## src/rtl/dcfs_pkg.sv

```systemverilog
// Constants and carrier types for the DSP condition flag selector.
// Assumes the ALU and shifter deliver one result per cycle, extended one bit above the guard bits.
package dcfs_pkg;

  localparam int RES_W     = 40;
  localparam int EXT_W     = 41;
  localparam int GUARD_MSB = 39;
  localparam int WORD_MSB  = 31;
  localparam int INT_LSB   = 15;
  localparam int FIX_SPAN  = GUARD_MSB - WORD_MSB + 1;
  localparam int INT_SPAN  = GUARD_MSB - INT_LSB + 1;

  localparam logic [2:0] CS_CARRY   = 3'h0;
  localparam logic [2:0] CS_NEG     = 3'h1;
  localparam logic [2:0] CS_ZERO    = 3'h2;
  localparam logic [2:0] CS_OVF     = 3'h3;
  localparam logic [2:0] CS_GREATER = 3'h4;
  localparam logic [2:0] CS_GE      = 3'h5;

  localparam logic FLAG_RESET = 1'h0;

  typedef enum logic [3:0] {
    DCFS_ARITH     = 4'h1,
    DCFS_LOGIC     = 4'h2,
    DCFS_ASHIFT    = 4'h4,
    DCFS_LSHIFT    = 4'h8
  } dcfs_kind_t;

  typedef struct packed {
    logic             valid;
    logic             conditional;
    logic             test_set;
    dcfs_kind_t       kind;
    logic             int_mode;
    logic             carry_borrow;
    logic             shift_last_out;
    logic [EXT_W-1:0] result;
  } dcfs_op_t;

  typedef struct packed {
    logic dsp_condition_flag;
    logic result_is_less;
    logic all_bits_clear;
    logic range_exceeded;
    logic greater_than_flag;
    logic guard_overflow;
  } dcfs_flags_t;

endpackage : dcfs_pkg

```

## src/rtl/dcfs_flag_select.sv

```systemverilog
// Condition flag and result flag logic for the DSP datapath.
// Assumes one operation per cycle from the ALU/shifter, inputs synchronous to clk.
`timescale 1ns/1ps
module dcfs_flag_select (
  input  wire logic                 clk,
  input  wire logic                 rst_n,
  input  wire dcfs_pkg::dcfs_op_t   op,
  input  wire logic [2:0]           condition_select_field,
  input  wire logic                 saturate_en,
  output dcfs_pkg::dcfs_flags_t     flags,
  output logic                      exec_valid,
  output logic                      exec_grant
);
  import dcfs_pkg::*;

  ////////////////////////////////////////////////////////////////////////////
  typedef struct packed {
    dcfs_flags_t flags;
    logic        exec_valid;
    logic        exec_grant;
  } dcfs_state_t;

  dcfs_state_t state_reg;
  dcfs_state_t state_next;

  logic fix_mixed;
  logic int_mixed;

  ////////////////////////////////////////////////////////////////////////////
  dcfs_sign_span #(
    .WIDTH (FIX_SPAN)
  ) u_fix_span (
    .span_bits  (op.result[GUARD_MSB:WORD_MSB]),
    .span_mixed (fix_mixed)
  );

  dcfs_sign_span #(
    .WIDTH (INT_SPAN)
  ) u_int_span (
    .span_bits  (op.result[GUARD_MSB:INT_LSB]),
    .span_mixed (int_mixed)
  );

  ////////////////////////////////////////////////////////////////////////////
  logic        is_arith;
  logic        is_ashift;
  logic        is_logic;
  logic        is_lshift;
  logic        is_shift;
  logic        arith_like;
  logic        vr;
  logic        neg_full;
  logic        neg_word;
  logic        zero_full;
  logic        zero_word;
  logic        ovf;
  logic        gt;
  logic        dc_carry;
  logic        dc_neg;
  logic        dc_zero;
  logic        dc_ovf;
  logic        dc_greater;
  logic        dc_ge;
  logic        dc;
  logic        grant_cond;
  dcfs_flags_t flags_new;

  // A kind code that is not one-hot claims no class
  always_comb begin
    is_arith  = 1'h0;
    is_ashift = 1'h0;
    is_logic  = 1'h0;
    is_lshift = 1'h0;
    case (op.kind)
      DCFS_ARITH: begin
        is_arith = 1'h1;
      end
      DCFS_LOGIC: begin
        is_logic = 1'h1;
      end
      DCFS_ASHIFT: begin
        is_ashift = 1'h1;
      end
      DCFS_LSHIFT: begin
        is_lshift = 1'h1;
      end
      default: begin
        is_arith = 1'h0;
      end
    endcase
  end

  // Arithmetic shifts share the guard-bit view of arithmetic results
  assign is_shift   = is_ashift | is_lshift;
  assign arith_like = is_arith | is_ashift;

  ////////////////////////////////////////////////////////////////////////////
  // Sign and zero views, with and without the guard bits
  always_comb begin
    neg_full  = op.result[GUARD_MSB];
    neg_word  = op.result[WORD_MSB];
    zero_full = ~|op.result[GUARD_MSB:0];
    // Logical results live in the word below the guard bits only
    zero_word = ~|op.result[WORD_MSB:0];
  end

  // The bit above the guard bits disagrees with the guard MSB only when
  // the result left even the extended range
  always_comb begin
    vr = 1'h0;
    if (op.result[EXT_W-1] != op.result[GUARD_MSB]) begin
      vr = 1'h1;
    end
  end

  // Saturated results clip to range, so range_exceeded is never reported
  always_comb begin
    ovf = 1'h0;
    if (arith_like && !saturate_en) begin
      if (op.int_mode) begin
        ovf = int_mixed;
      end else begin
        ovf = fix_mixed;
      end
    end
  end

  // A zero result is never greater, whatever the sign says
  always_comb begin
    gt = 1'h0;
    if (arith_like) begin
      gt = ~((neg_full ^ vr) | zero_full);
    end
  end

  ////////////////////////////////////////////////////////////////////////////
  // One candidate flag per select code; the select picks one further down
  always_comb begin
    dc_carry = 1'h0;
    if (is_shift) begin
      dc_carry = op.shift_last_out;
    end else if (is_logic) begin
      dc_carry = 1'h0;
    end else begin
      dc_carry = op.carry_borrow;
    end
  end

  always_comb begin
    dc_neg = 1'h0;
    case (op.kind)
      DCFS_ARITH: begin
        dc_neg = neg_full;
      end
      DCFS_LOGIC: begin
        dc_neg = neg_word;
      end
      DCFS_ASHIFT: begin
        dc_neg = neg_full;
      end
      DCFS_LSHIFT: begin
        dc_neg = neg_word;
      end
      default: begin
        dc_neg = neg_word;
      end
    endcase
  end

  always_comb begin
    dc_zero = 1'h0;
    case (op.kind)
      DCFS_ARITH: begin
        dc_zero = zero_full;
      end
      DCFS_LOGIC: begin
        dc_zero = zero_word;
      end
      DCFS_ASHIFT: begin
        dc_zero = zero_full;
      end
      DCFS_LSHIFT: begin
        dc_zero = zero_word;
      end
      default: begin
        dc_zero = zero_word;
      end
    endcase
  end

  always_comb begin
    dc_ovf = 1'h0;
    case (op.kind)
      DCFS_ARITH: begin
        dc_ovf = ovf;
      end
      DCFS_LOGIC: begin
        dc_ovf = 1'h0;
      end
      DCFS_ASHIFT: begin
        dc_ovf = ovf;
      end
      DCFS_LSHIFT: begin
        dc_ovf = 1'h0;
      end
      default: begin
        dc_ovf = 1'h0;
      end
    endcase
  end

  always_comb begin
    dc_greater = 1'h0;
    case (op.kind)
      DCFS_ARITH: begin
        dc_greater = gt;
      end
      DCFS_LOGIC: begin
        dc_greater = 1'h0;
      end
      DCFS_ASHIFT: begin
        dc_greater = gt;
      end
      DCFS_LSHIFT: begin
        dc_greater = 1'h0;
      end
      default: begin
        dc_greater = 1'h0;
      end
    endcase
  end

  always_comb begin
    dc_ge = 1'h0;
    case (op.kind)
      DCFS_ARITH: begin
        dc_ge = vr ? neg_full : ~neg_full;
      end
      DCFS_LOGIC: begin
        dc_ge = 1'h0;
      end
      DCFS_ASHIFT: begin
        dc_ge = vr ? neg_full : ~neg_full;
      end
      DCFS_LSHIFT: begin
        dc_ge = 1'h0;
      end
      default: begin
        dc_ge = 1'h0;
      end
    endcase
  end

  ////////////////////////////////////////////////////////////////////////////
  // Reserved codes: flag held low, software must not use them
  always_comb begin
    dc = 1'h0;
    case (condition_select_field)
      CS_CARRY: begin
        dc = dc_carry;
      end
      CS_NEG: begin
        dc = dc_neg;
      end
      CS_ZERO: begin
        dc = dc_zero;
      end
      CS_OVF: begin
        dc = dc_ovf;
      end
      CS_GREATER: begin
        dc = dc_greater;
      end
      CS_GE: begin
        dc = dc_ge;
      end
      default: begin
        dc = 1'h0;
      end
    endcase
  end

  // Flag word an unconditional operation writes
  always_comb begin
    flags_new                    = '0;
    flags_new.dsp_condition_flag = dc;
    if (arith_like) begin
      flags_new.result_is_less    = neg_full;
      flags_new.all_bits_clear    = zero_full;
      flags_new.range_exceeded    = ovf;
      flags_new.greater_than_flag = gt;
      flags_new.guard_overflow    = vr;
    end else begin
      // Logical kinds read the word without guard bits and never overflow
      flags_new.result_is_less    = neg_word;
      flags_new.all_bits_clear    = zero_word;
      flags_new.range_exceeded    = 1'h0;
      flags_new.greater_than_flag = 1'h0;
      flags_new.guard_overflow    = 1'h0;
    end
  end

  // The test sees the flag left by the last unconditional operation
  always_comb begin
    grant_cond = 1'h0;
    if (state_reg.flags.dsp_condition_flag == op.test_set) begin
      grant_cond = 1'h1;
    end
  end

  ////////////////////////////////////////////////////////////////////////////
  always_comb begin
    // Conditional and idle cycles keep the flags as they are
    state_next            = state_reg;
    state_next.exec_valid = op.valid;
    state_next.exec_grant = 1'h0;
    if (op.valid) begin
      if (op.conditional) begin
        state_next.exec_grant = grant_cond;
      end else begin
        // Unconditional operations ignore the flag they are about to replace
        state_next.exec_grant = 1'h1;
        state_next.flags      = flags_new;
      end
    end
  end

  ////////////////////////////////////////////////////////////////////////////
  always_ff @(posedge clk) begin
    if (!rst_n) begin
      state_reg.flags.dsp_condition_flag <= FLAG_RESET;
      state_reg.flags.result_is_less     <= FLAG_RESET;
      state_reg.flags.all_bits_clear     <= FLAG_RESET;
      state_reg.flags.range_exceeded     <= FLAG_RESET;
      state_reg.flags.greater_than_flag  <= FLAG_RESET;
      state_reg.flags.guard_overflow     <= FLAG_RESET;
      state_reg.exec_valid               <= 1'h0;
      state_reg.exec_grant               <= 1'h0;
    end else begin
      state_reg <= state_next;
    end
  end

  assign flags      = state_reg.flags;
  assign exec_valid = state_reg.exec_valid;
  assign exec_grant = state_reg.exec_grant;

endmodule : dcfs_flag_select

```

## src/rtl/dcfs_sign_span.sv

```systemverilog
// Detects a bit span that is not a pure sign extension.
// Assumes the span is taken from the top of a two's complement value.
`timescale 1ns/1ps
module dcfs_sign_span #(
  parameter int WIDTH = 9
) (
  input  wire logic [WIDTH-1:0] span_bits,
  output logic                  span_mixed
);

  // Mixed ones and zeros mean the value left the narrower range
  assign span_mixed = ~((&span_bits) | (~|span_bits));

endmodule : dcfs_sign_span

```

## config.mk

```make
export PLATFORM = sky130hd
export DESIGN_NAME = dcfs_flag_select
export DESIGN_NICKNAME = d
export VERILOG_FILES = /design/src/rtl/dcfs_pkg.sv /design/src/rtl/dcfs_flag_select.sv /design/src/rtl/dcfs_sign_span.sv
export SDC_FILE = /design/constraint.sdc
export NUM_CORES = 1
export LEC_CHECK = 0
export BUFFER_PORTS_ARGS = -buffer_cell sky130_fd_sc_hd__buf_2
export CAP_MARGIN = 20
export CORE_MARGIN = 2
export CORE_UTILIZATION = 40
export CTS_CLUSTER_SIZE = 10
export DETAILED_ROUTE_END_ITERATION = 12
export GPL_TIMING_DRIVEN = 0
export PLACE_DENSITY = 0.87
export SLEW_MARGIN = 5
export SYNTH_ARGS = -nofsm -noshare
export SYNTH_HDL_FRONTEND = slang
export SYNTH_HIERARCHICAL = 1
export SYNTH_SLANG_ARGS = --single-unit
```

## constraint.sdc

```tcl
create_clock -name clk -period 3.8 [get_ports clk]
set_input_delay 0.19 -clock clk [delete_from_list [all_inputs] [get_ports clk]]
set_output_delay 0.19 -clock clk [all_outputs]
set_load 0.01 [all_outputs]
```

==> impl_metrics.env <==
export IMPL_timing_rr_end="flags[5]$_SDFFE_PN0P_"
export IMPL_routabilityCongestion=0.836
export IMPL_timing_critical_path_required_ns=3.94
export IMPL_grt_max_degree=8
export IMPL_hold_path_startpoint="op[49]"
export IMPL_drv_max_cap_violation_count=0
export IMPL_period_share=0.412
export IMPL_ant_nets=0
export IMPL_timing_clock_skew_ns=0.0000339
export IMPL_post_route_cells_drive_above_1_share=0.444
export IMPL_crit_path_kind="in2reg"
export IMPL_dp_hpwl_um=1950
export IMPL_vdd_ir_drop_max_v=0.000114
export IMPL_max_buffers_root_to_sink=2
export IMPL_asyncSetResetFlopFracSynth=0
export IMPL_post_cts_resize_count=0
export IMPL_synth_edff_count=0
export IMPL_cts_root_buf="sky130_fd_sc_hd__clkbuf_4"
export IMPL_report_final_slew_viol_count=0
export IMPL_fin_nets=221
export IMPL_first_global_vias=908
export IMPL_fp_row_count=15
export IMPL_placed_cells=184
export IMPL_antennaDiodeCount=0
export IMPL_cts_reportedPaths_clkPinSlew_ns=0.06
export IMPL_placement_setup_worst_slack_ns=1.97
export IMPL_setup_total_negative_slack_ns=0
export IMPL_min_delay_worst_endpoint="exec_grant$_SDFF_PN0_"
export IMPL_cts_sinks=8
export IMPL_tightest_slew_ns=0.376
export IMPL_clock_fmax_mhz=638
export IMPL_design_core_area_sq_um=1730
export IMPL_postCtsSetupRepairBufs=0
export IMPL_total_of_hold_buffers_inserted_after_clock_tree_synthesis=0
export IMPL_power_leakage_nw=0.465
export IMPL_wire_length_of_the_first_global_routing_pass_um=3410
export IMPL_hold_path_class="in2reg"
export IMPL_crit_path_max_incr_delay_ns=0.31
export IMPL_io_pins=65
export IMPL_worstHoldPathCells=2
export IMPL_initial_core_util=0.422
export IMPL_crit_path_cell_trace="buf_2 -> nor4_1 -> nand4_1 -> o2bb2a_4 -> mux2i_1 -> nor3_1 -> o211ai_1 -> o211a_1 -> a31oi_1"
export IMPL_via_per_inst=5.67
export IMPL_synthesis_yosys_warnings=6
export IMPL_setup_slack_on_the_worst_flop_to_flop_path_ns=3.01
export IMPL_die_h_um=46.7
export IMPL_routed_via_count=1061
export IMPL_timing_critical_path_fanout_max=3
export IMPL_cp_num_buf_inv=1
export IMPL_synthCells=95
export IMPL_cp_arrival_ns=1.71
export IMPL_post_synth_instance_area_sq_um=728
export IMPL_avgSynthCellArea_sq_um=7.67
export IMPL_drt_pre_antenna_iters=4
export IMPL_cts_made_buffers=3
export IMPL_worst_r2r_path_depth=3
export IMPL_synth_nets=152
export IMPL_finalCriticalPeriod_ns=1.57
export IMPL_ys_flop_type="sky130_fd_sc_hd__dfxtp_1"
export IMPL_outcome="complete, no violations"
export IMPL_first_iter_violations=17
export IMPL_drc=0
export IMPL_track_usage=0.214
export IMPL_finalHoldViolCount=0
export IMPL_num_fill_cells=163
export IMPL_ys_seq_elements=8
export IMPL_ys_types=26
export IMPL_setup_ws_ns=2.23
export IMPL_routed_wirelength_um=2230
export IMPL_report_final_setup_viol=0
export IMPL_ctsHtreeMaxLevel=1
export IMPL_timing_critical_path_to_type="register"
export IMPL_cp_start_kind="primary input"
export IMPL_tritoncts="built"
export IMPL_synthesis_to_finish_area_growth_pct=51.4
export IMPL_critical_path_reg2reg_startpoint="flags[5]$_SDFFE_PN0P_"
export IMPL_critPathTopFamily="compound AO/OA/AOI/OAI gates"
export IMPL_grt_antenna_before_repair=0
export IMPL_areal_power_density_over_the_cells_nw_per_um2=207
export IMPL_yosysSeqAreaShare=0.220
export IMPL_maxSlewHeadroom=0.749
export IMPL_gr_total_overflow=0
export IMPL_floorplan_die_area_sq_um=2180
export IMPL_layoutNonFillerInstCount=187
export IMPL_cp_slowest_cell="sky130_fd_sc_hd__nor4_1"
export IMPL_detail_route_wl_per_cell_um=11.9
export IMPL_clock_insertion_delay_worst_skew_ns=0.26
export IMPL_grt_setup_unrepaired="no"
export IMPL_place_port_buffers=64
export IMPL_die_width_um=46.7
placed cells by master (no fill, tap or decap), types with 2 or more instances in the layout:
| master | count |
|---|---|
| sky130_fd_sc_hd__nand3_1 | 6 |
| sky130_fd_sc_hd__nor3_1 | 8 |
| sky130_fd_sc_hd__and2_1 | 2 |
| sky130_fd_sc_hd__nor4_1 | 16 |
| sky130_fd_sc_hd__a31oi_1 | 3 |
| sky130_fd_sc_hd__buf_2 | 64 |
| sky130_fd_sc_hd__nor2_1 | 5 |
| sky130_fd_sc_hd__nand2b_1 | 3 |
| sky130_fd_sc_hd__a21boi_0 | 3 |
| sky130_fd_sc_hd__clkbuf_4 | 3 |
| sky130_fd_sc_hd__xnor2_1 | 2 |
| sky130_fd_sc_hd__o211ai_1 | 2 |
| sky130_fd_sc_hd__xor2_1 | 2 |
| sky130_fd_sc_hd__nor2b_1 | 2 |
| sky130_fd_sc_hd__dfxtp_1 | 8 |
| sky130_fd_sc_hd__o31ai_1 | 2 |
| sky130_fd_sc_hd__nand4_1 | 9 |
| sky130_fd_sc_hd__o211a_1 | 2 |
| sky130_fd_sc_hd__mux2i_1 | 2 |
| sky130_fd_sc_hd__nand2_1 | 10 |
metal layers:
| metal | GRT usage | routed length [um] |
|---|---|---|
| met5 | 0 | 0 |
| met4 | 0.111 | 38 |
| met1 | 0.232 | 867 |
| met3 | 0.0275 | 246 |
| met2 | 0.397 | 1080 |
cell type report:
class	instances	area, sq um	area share
flip-flops and latches	8	160	0.145
multi-input cells	87	568	0.515
clock buffers	3	22.5	0.0204
well taps	25	31.3	0.0284
repair buffers	64	320	0.291
worst reg2reg max path, stage by stage (launching register included):
cell and delay [ns]:
sky130_fd_sc_hd__dfxtp_1 0.38, sky130_fd_sc_hd__nand2_1 0.07, sky130_fd_sc_hd__o211a_1 0.12, sky130_fd_sc_hd__a31oi_1 0.15
worst max path at each step:
stage | start | end | slack, ns | cells past startpoint
2_1_floorplan | op[16] | flags[5]$_SDFFE_PN0P_ | 2.30 | 8
3_3_place_gp | op[16] | flags[5]$_SDFFE_PN0P_ | 2.04 | 9
3_5_place_dp | op[16] | flags[5]$_SDFFE_PN0P_ | 1.97 | 9
4_1_cts | op[16] | flags[5]$_SDFFE_PN0P_ | 2.25 | 9
5_1_grt | op[20] | flags[5]$_SDFFE_PN0P_ | 2.11 | 9
6_report | op[16] | flags[5]$_SDFFE_PN0P_ | 2.23 | 9
per-stage QoR:
stage | cell area [sq um] | utilization | power, W | hold slack (ns)
after floorplan | 728 | - | 0.000113 | 0.296
after global placement | 1080 | 0.625 | 0.000160 | 0.410
after detailed placement | 1080 | 0.625 | 0.000163 | 0.413
after CTS | 1100 | 0.638 | 0.000229 | 0.141
after global routing | 1100 | 0.638 | 0.000240 | 0.155
final | 1100 | 0.638 | 0.000228 | 0.142
sequential cells by signal, indices dropped and copies added, names as in the netlist:
register / cells
exec_grant: 1
flags: 6
exec_valid: 1
Yosys cell counts, drive strengths merged (3+ instances only):
cell type / count / area (sq um)
nor4: 17 / 113
nand2: 10 / 37.5
nand4: 9 / 56.3
nor3: 9 / 56.3
dfxtp: 8 / 160
nand3: 6 / 30.0
nor2: 5 / 18.8
a21boi: 3 / 22.5
a31oi: 3 / 18.8
nand2b: 3 / 18.8
kinds of logic after synthesis:
logic type / Yosys count / synth area share
xor gates and xnor gates: 4 / 0.0481
AOI/OAI and AO/OA: 16 / 0.194
DFF: 8 / 0.220
muxes: 2 / 0.0275
and+or+nand+nor: 65 / 0.510
where the power goes:
group          leakage [nW]  internal [W]   total, W  switching [W]
Combinational         0.386     0.0000359  0.0000744      0.0000385
Sequential           0.0652     0.0000864  0.0000872    0.000000853
Clock                0.0138     0.0000362  0.0000664      0.0000302
Total                 0.465      0.000158   0.000228      0.0000696
No activity file was read; power rests on OpenSTA's default activity.
